File: config.mk
export PLATFORM = sky130hd
export DESIGN_NAME = eqsch_top
export DESIGN_NICKNAME = d
export VERILOG_FILES = /design/src/verilog/eqsch_pkg.sv /design/src/verilog/eqsch_top.sv
export SDC_FILE = /design/constraint.sdc
export NUM_CORES = 1
export LEC_CHECK = 0
export BUFFER_PORTS_ARGS = -buffer_cell sky130_fd_sc_hd__buf_2
export CAP_MARGIN = 20
export CORE_ASPECT_RATIO = 0.5
export CORE_MARGIN = 4
export CORE_UTILIZATION = 40
export CTS_CLUSTER_DIAMETER = 100
export DETAILED_ROUTE_END_ITERATION = 10
export PLACE_DENSITY = 0.66
export SYNTH_ARGS = -nofsm -noshare
export SYNTH_HDL_FRONTEND = slang
export SYNTH_SLANG_ARGS = --single-unit
File: constraint.sdc
create_clock -name CLK -period 3.05 [get_ports CLK]
set_input_delay 0.4575 -clock CLK [delete_from_list [all_inputs] [get_ports CLK]]
set_output_delay 0.4575 -clock CLK [all_outputs]
set_load 0.02 [all_outputs]
File: src/verilog/eqsch_pkg.sv
// constants, register map and state type of the egress queue scheduler select
package eqsch_pkg;
  // ----------------------------------------------------------------
  // register indices (byte address is four times the index)
  // ----------------------------------------------------------------
  localparam logic [7:0] PORT2_QUEUE3_SCHED = 8'hb3;
  localparam logic [7:0] PORT2_QUEUE2_SCHED = 8'hb4;
  localparam logic [7:0] PORT2_QUEUE1_SCHED = 8'hb5;
  localparam logic [7:0] PORT2_QUEUE0_SCHED = 8'hb6;
  localparam logic [7:0] PORT3_QUEUE3_SCHED = 8'hb7;
  localparam logic [7:0] PORT3_QUEUE2_SCHED = 8'hb8;
  localparam logic [7:0] PORT3_QUEUE1_SCHED = 8'hb9;
  localparam logic [7:0] PORT3_QUEUE0_SCHED = 8'hba;
  localparam logic [7:0] GLOBAL_CTRL = 8'h05;

  // ----------------------------------------------------------------
  // fields and reset values
  // ----------------------------------------------------------------
  localparam int SEL_BIT = 7;
  localparam int CTRL_NO_STRICT_BIT = 3;
  localparam int CTRL_P2_TWO_QUEUE_BIT = 0;
  localparam int CTRL_P3_TWO_QUEUE_BIT = 1;
  localparam logic [7:0] CTRL_RESET = 8'h00;
  localparam logic SEL_RESET = 1'b1;
  localparam logic [6:0] WEIGHT_Q3 = 7'h08;
  localparam logic [6:0] WEIGHT_Q2 = 7'h04;
  localparam logic [6:0] WEIGHT_Q1 = 7'h02;
  localparam logic [6:0] WEIGHT_Q0 = 7'h01;
  localparam logic [3:0] FOUR_QUEUE_MASK = 4'hf;
  localparam logic [3:0] TWO_QUEUE_MASK = 4'h3;
  localparam int CREDIT_W = 4;

  typedef struct packed {
    logic [1:0][3:0] sel;
    logic [7:0] ctrl;
    logic [1:0][3:0][CREDIT_W-1:0] credit;
    logic [1:0][3:0] grant;
    logic [1:0] grant_valid;
    logic [31:0] rdata;
    logic err;
  } eqsch_state_t;
endpackage : eqsch_pkg

File: src/verilog/eqsch_top.sv
// egress queue scheduler select: apb registers and per-port queue picker
//
// Contract
// all select bits zero gives strict priority
// strict also needs global bit 3 zero
// four queues weighted serve 8:4:2:1
// two queues weighted serve 2:1
// port 3 has own independent select bits
// software keeps low seven bits at defaults
// select bits reset to one, weighted
`timescale 1ns/1ps
module eqsch_top #(
  parameter int ADDR_W = 12
) (
  input wire logic CLK,
  input wire logic RESET,
  input wire logic PSEL,
  input wire logic PENABLE,
  input wire logic PWRITE,
  input wire logic [ADDR_W-1:0] PADDR,
  input wire logic [31:0] PWDATA,
  input wire logic [3:0] PSTRB,
  output logic [31:0] PRDATA,
  output logic PREADY,
  output logic PSLVERR,
  input wire logic [3:0] P2_QUEUE_READY,
  input wire logic P2_PICK,
  output logic [3:0] P2_GRANT,
  output logic P2_GRANT_VALID,
  input wire logic [3:0] P3_QUEUE_READY,
  input wire logic P3_PICK,
  output logic [3:0] P3_GRANT,
  output logic P3_GRANT_VALID
);

  // ----------------------------------------------------------------
  // elaboration checks
  // ----------------------------------------------------------------
  if (ADDR_W < 10 || ADDR_W > 32)
  begin : g_bad_addr_w
    $error("ADDR_W must cover the register map");
  end

  // register index width, the word address above the byte lanes
  localparam int IDX_W = ADDR_W - 2;

  // ----------------------------------------------------------------
  // helpers
  // ----------------------------------------------------------------
  function automatic logic [7:0] sched_index(input int p, input int q);
    logic [7:0] idx;
    idx = 8'h00;
    unique case ({p[0], q[1:0]})
      3'b011: idx = eqsch_pkg::PORT2_QUEUE3_SCHED;
      3'b010: idx = eqsch_pkg::PORT2_QUEUE2_SCHED;
      3'b001: idx = eqsch_pkg::PORT2_QUEUE1_SCHED;
      3'b000: idx = eqsch_pkg::PORT2_QUEUE0_SCHED;
      3'b111: idx = eqsch_pkg::PORT3_QUEUE3_SCHED;
      3'b110: idx = eqsch_pkg::PORT3_QUEUE2_SCHED;
      3'b101: idx = eqsch_pkg::PORT3_QUEUE1_SCHED;
      3'b100: idx = eqsch_pkg::PORT3_QUEUE0_SCHED;
    endcase
    return idx;
  endfunction : sched_index

  // fixed weights; the low bits are read-only, so they are also the weights
  function automatic logic [6:0] weight(input int q);
    logic [6:0] w;
    w = eqsch_pkg::WEIGHT_Q0;
    unique case (q[1:0])
      2'd3: w = eqsch_pkg::WEIGHT_Q3;
      2'd2: w = eqsch_pkg::WEIGHT_Q2;
      2'd1: w = eqsch_pkg::WEIGHT_Q1;
      2'd0: w = eqsch_pkg::WEIGHT_Q0;
    endcase
    return w;
  endfunction : weight

  // credit loaded at the start of a weighted round
  function automatic logic [eqsch_pkg::CREDIT_W-1:0] full_credit(input int q);
    logic [6:0] w;
    w = weight(q);
    return w[eqsch_pkg::CREDIT_W-1:0];
  endfunction : full_credit

  function automatic logic [3:0] highest(input logic [3:0] v);
    logic [3:0] h;
    h = 4'h0;
    if (v[3])
      h = 4'h8;
    else if (v[2])
      h = 4'h4;
    else if (v[1])
      h = 4'h2;
    else if (v[0])
      h = 4'h1;
    return h;
  endfunction : highest

  // ----------------------------------------------------------------
  // state
  // ----------------------------------------------------------------
  eqsch_pkg::eqsch_state_t state;
  eqsch_pkg::eqsch_state_t next_state;

  logic [ADDR_W-3:0] idx;
  logic setup;
  logic access;
  logic [1:0][3:0] ready;
  logic [1:0] pick;
  logic [1:0] two_queue;

  assign idx = PADDR[ADDR_W-1:2];
  assign setup = PSEL & ~PENABLE;
  assign access = PSEL & PENABLE;
  assign ready[0] = P2_QUEUE_READY;
  assign ready[1] = P3_QUEUE_READY;
  assign pick[0] = P2_PICK;
  assign pick[1] = P3_PICK;
  assign two_queue[0] = state.ctrl[eqsch_pkg::CTRL_P2_TWO_QUEUE_BIT];
  assign two_queue[1] = state.ctrl[eqsch_pkg::CTRL_P3_TWO_QUEUE_BIT];

  always_comb
  begin
    logic hit;
    logic [31:0] rd;
    logic strict;
    logic [3:0] mask;
    logic [3:0] eligible;
    logic [3:0] g;
    logic reload;
    hit = 1'b0;
    rd = 32'h0000_0000;
    strict = 1'b0;
    mask = 4'h0;
    eligible = 4'h0;
    g = 4'h0;
    reload = 1'b0;
    next_state = state;
    next_state.grant_valid = 2'b00;

    // --------------------------------------------------------------
    // apb slave: decode in setup, data and error held for the access
    // --------------------------------------------------------------
    if (idx == IDX_W'(eqsch_pkg::GLOBAL_CTRL))
    begin
      hit = 1'b1;
      rd = {24'h00_0000, state.ctrl};
    end
    for (int p = 0; p < 2; p++)
    begin
      for (int q = 0; q < 4; q++)
      begin
        if (idx == IDX_W'(sched_index(p, q)))
        begin
          hit = 1'b1;
          rd = {24'h00_0000, state.sel[p][q], weight(q)};
        end
      end
    end
    if (PADDR[1:0] != 2'b00)
      hit = 1'b0;
    if (setup)
    begin
      next_state.rdata = (hit && !PWRITE) ? rd : 32'h0000_0000;
      next_state.err = ~hit;
    end
    if (access && PWRITE && PSTRB[0] && !state.err)
    begin
      if (idx == IDX_W'(eqsch_pkg::GLOBAL_CTRL))
        next_state.ctrl = PWDATA[7:0];
      for (int p = 0; p < 2; p++)
      begin
        for (int q = 0; q < 4; q++)
        begin
          // only the select bit is writable; low bits stay fixed
          if (idx == IDX_W'(sched_index(p, q)))
            next_state.sel[p][q] = PWDATA[eqsch_pkg::SEL_BIT];
        end
      end
    end

    // --------------------------------------------------------------
    // per-port queue picker
    // --------------------------------------------------------------
    for (int p = 0; p < 2; p++)
    begin
      // each port looks only at its own select bits
      strict = (state.sel[p] == 4'h0) && !state.ctrl[eqsch_pkg::CTRL_NO_STRICT_BIT];
      mask = two_queue[p] ? eqsch_pkg::TWO_QUEUE_MASK : eqsch_pkg::FOUR_QUEUE_MASK;
      if (pick[p] && (ready[p] & mask) != 4'h0)
      begin
        next_state.grant_valid[p] = 1'b1;
        if (strict)
        begin
          g = highest(ready[p] & mask);
        end
        else
        begin
          for (int q = 0; q < 4; q++)
            eligible[q] = ready[p][q] && mask[q] && (state.credit[p][q] != '0);
          reload = (eligible == 4'h0);
          // a round ends when no waiting queue has credit left
          g = reload ? highest(ready[p] & mask) : highest(eligible);
          for (int q = 0; q < 4; q++)
          begin
            if (reload)
              next_state.credit[p][q] = full_credit(q);
            if (g[q])
              next_state.credit[p][q] = reload ?
                full_credit(q) - 1'b1 :
                state.credit[p][q] - 1'b1;
          end
        end
        next_state.grant[p] = g;
      end
    end
  end

  always_ff @(posedge CLK or posedge RESET)
  begin
    if (RESET)
    begin
      state.sel <= {8{eqsch_pkg::SEL_RESET}};
      state.ctrl <= eqsch_pkg::CTRL_RESET;
      state.credit <= '0;
      state.grant <= '0;
      state.grant_valid <= 2'b00;
      state.rdata <= 32'h0000_0000;
      state.err <= 1'b0;
    end
    else
    begin
      state <= next_state;
    end
  end

  // ----------------------------------------------------------------
  // outputs
  // ----------------------------------------------------------------
  assign PRDATA = state.rdata;
  assign PREADY = 1'b1;
  assign PSLVERR = access & state.err;
  assign P2_GRANT = state.grant[0];
  assign P2_GRANT_VALID = state.grant_valid[0];
  assign P3_GRANT = state.grant[1];
  assign P3_GRANT_VALID = state.grant_valid[1];

endmodule : eqsch_top

==> results.sh <==
export IMPL_outcome="complete, no violations"
export IMPL_clk_pin_slew_ns=0.06
export IMPL_fmax_mhz=383
export IMPL_grt_max_degree=27
export IMPL_hpwl_microns=7270
export IMPL_tightest_slew_ns=0.676
export IMPL_synthAdderAreaFrac=0.0402
export IMPL_final_cell_mix="59 x dfrtp_1, 54 x buf_2, 36 x nand2_1"
export IMPL_end_kind="flip-flop"
export IMPL_postRouteAntennaNets=0
export IMPL_stdcell_area_sq_um=4950
export IMPL_cts_root_buf="clkbuf_16"
export IMPL_drv_slew=0
export IMPL_grt_remaining_overflow=0
export IMPL_num_antenna_cells=0
export IMPL_critPathKind="reg -> reg"
export IMPL_ys_seq_area_frac=0.387
export IMPL_power_density_nw_per_um2=490
export IMPL_h_tree_depth=3
export IMPL_cts_resized=0
export IMPL_synth_ff_latch_count=67
export IMPL_met3_usage=0.0453
export IMPL_place_congestion=0.848
export IMPL_dieArea_sq_um=12700
export IMPL_synthXorXnorAreaFrac=0.00402
export IMPL_synthMuxAreaShare=0.0557
export IMPL_cp_startpoint="state[67]"
export IMPL_final_cell_count_no_fill=655
export IMPL_synth_edff_count=0
export IMPL_ir_worst_vdd_mv=0.262
export IMPL_coreArea_sq_um=10400
export IMPL_drt_pass1_iterations=4
export IMPL_grt_pass1_wl_microns=16100
export IMPL_use_met1=0.198
export IMPL_syn2layout_area_growth_pct=13.6
export IMPL_synth_cell_types=69
export IMPL_post_cts_buffers=0
export IMPL_place_ws_ns=0.476
export IMPL_rsz0062_at_grt="no"
export IMPL_avgSynthCellArea_sq_um=9.32
export IMPL_synth_top_family_by_area="simple AND/OR/NAND/NOR gates"
export IMPL_total_power_mw=2.43
export IMPL_syn_area_sq_um=4360
export IMPL_routed_via_density=5.48
export IMPL_finalHoldViolCount=0
export IMPL_synth_compound_area_frac=0.201
export IMPL_wl_per_cell_microns=14.7
export IMPL_die_h_microns=81.8
export IMPL_p_leak_nw=2.16
export IMPL_cts_sinks=67
export IMPL_initial_utilization=0.419
export IMPL_seqCellArea_sq_um=1690
export IMPL_grt_pass1_vias=3401
export IMPL_placed_cells=639
export IMPL_multi_input_area_sq_um=2300
export IMPL_setup_viol_count_final=0
export IMPL_wl_microns=9610
export IMPL_finalCriticalPeriod_ns=2.61
export IMPL_fin_worst_skew_ns=0.00794
export IMPL_numCtsBuffers=9
export IMPL_holdCritPathClass="in -> async"
export IMPL_drcViolationCount=0
export IMPL_clock_path_buffers=2
export IMPL_grt_usage=0.157
export IMPL_hold_buffers=0
export IMPL_met2_usage=0.264
export IMPL_drive_above_1_share=0.235
export IMPL_nFillCells=1011
export IMPL_worstSetupStartpointType="flip-flop"
export IMPL_fp_dieW_microns=156
export IMPL_clkLatencyLatePin_ns=0.33
export IMPL_antenna_found_initial=0
export IMPL_port_buffers=54
export IMPL_yosys_warnings=0
export IMPL_layout_commonest_cell="dfrtp_1"
export IMPL_drt_iter0_drc=206
export IMPL_path_max_fanout=8
export IMPL_fin_ws_ns=0.441
export IMPL_fin_nets=587
export IMPL_drv_cap=0
export IMPL_rows=26
export IMPL_synth_ff_type="dfrtp_1"
export IMPL_vias=3588
export IMPL_timing_final_crit_share=0.855
export IMPL_dpl_cell_area_sq_um=4590
export IMPL_cp_required_ns=3.32
export IMPL_cts_tree="yes"
export IMPL_synthArstFlopShare=1.00
export IMPL_tns_ns=0
export IMPL_busiest_layer="met2"
export IMPL_reg2reg_from="state[67]"
export IMPL_cp_data_arrival_time_ns=2.88
export IMPL_synth_cells=468
export IMPL_rrSetupSlack_ns=0.44
export IMPL_synthSimpleGateAreaFrac=0.205
export IMPL_worst_slew_margin_rel=0.547
export IMPL_ios=107
==> worst paths after layout <==
kind / endpoint / depth (start not counted)
min in group CLK: PRDATA[3] / 2
hold / removal: state[78] / 2
setup / recovery: state[73] / 7
setup reg to reg: state[73] / 7
max in group asynchronous: state[84] / 3
hold reg to reg: PRDATA[5] / 2
==> routing by layer <==
metal | up-vias | routed length (microns)
met3 | 13 | 549
met4 | 0 | 129
li1 | 1733 | -
met1 | 1738 | 4390
met2 | 104 | 4550
met5 | - | 0
==> cell type report <==
type	count	share of cell area
clock buffers	9	0.0455
clock inverters	7	0.0280
inverters	28	0.0212
multi-input cells	343	0.464
flip-flops and latches	67	0.341
well taps	140	0.0354
repair buffers	61	0.0652
==> cell usage after synthesis (all sizes together) (7+ instances only) <==
cell type,number,area [sq um]
ha,14,175
dfstp,8,210
nand2b,8,50.1
nand3,11,55.1
o21ai,30,150
a22oi,7,57.6
a21oi,10,50.1
mux2,18,203
a211oi,8,60.1
nor2b,11,68.8
nor3,15,75.1
buf,45,327
inv,27,101
nor2,28,105
o31ai,8,73.8
nor4,12,81.3
dfrtp,59,1480
clkbuf,8,30.0
nand2,36,135
==> registers in the layout, summed over array words and instances, names as in the netlist <==
name	count
P2_GRANT_VALID	1
P3_GRANT_VALID	1
P2_GRANT	4
state	49
P3_GRANT	4
PRDATA	8
==> power breakdown <==
group	switching, mW	internal, mW	total, mW
clock	0.390	0.881	1.27
combinational	0.162	0.0780	0.240
sequential	0.0122	0.907	0.919
total	0.564	1.87	2.43
==> worst max-delay path, cell delays in order (launching register included) <==
cell and delay, ns:
dfrtp_1 0.41, inv_1 0.11, ha_1 0.14, or3b_2 0.48, a22oi_2 0.38, nand3_1 0.37, a2111oi_0 0.49, a211o_1 0.16
==> cell families (layout without fill, tap and decap cells) <==
logic type / after synthesis / count (layout)
XOR/XNOR: 2 / 2
multiplexers: 22 / 22
AND/OR/NAND/NOR: 162 / 162
flip-flops: 67 / 67
AO/OA/AOI/OAI: 118 / 118
buffers and inverters: 81 / 105
adder cells (fa/ha/maj): 14 / 14
other: 2 / 25
==> metrics by stage <==
stage / hold WS (ns) / util
after floorplan: 0.450 / -
after global placement: 0.460 / 0.441
after detailed placement: 0.471 / 0.441
after CTS: 0.190 / 0.476
after global routing: 0.233 / 0.476
final: 0.167 / 0.476
No activity file was read; power rests on OpenSTA's default activity.
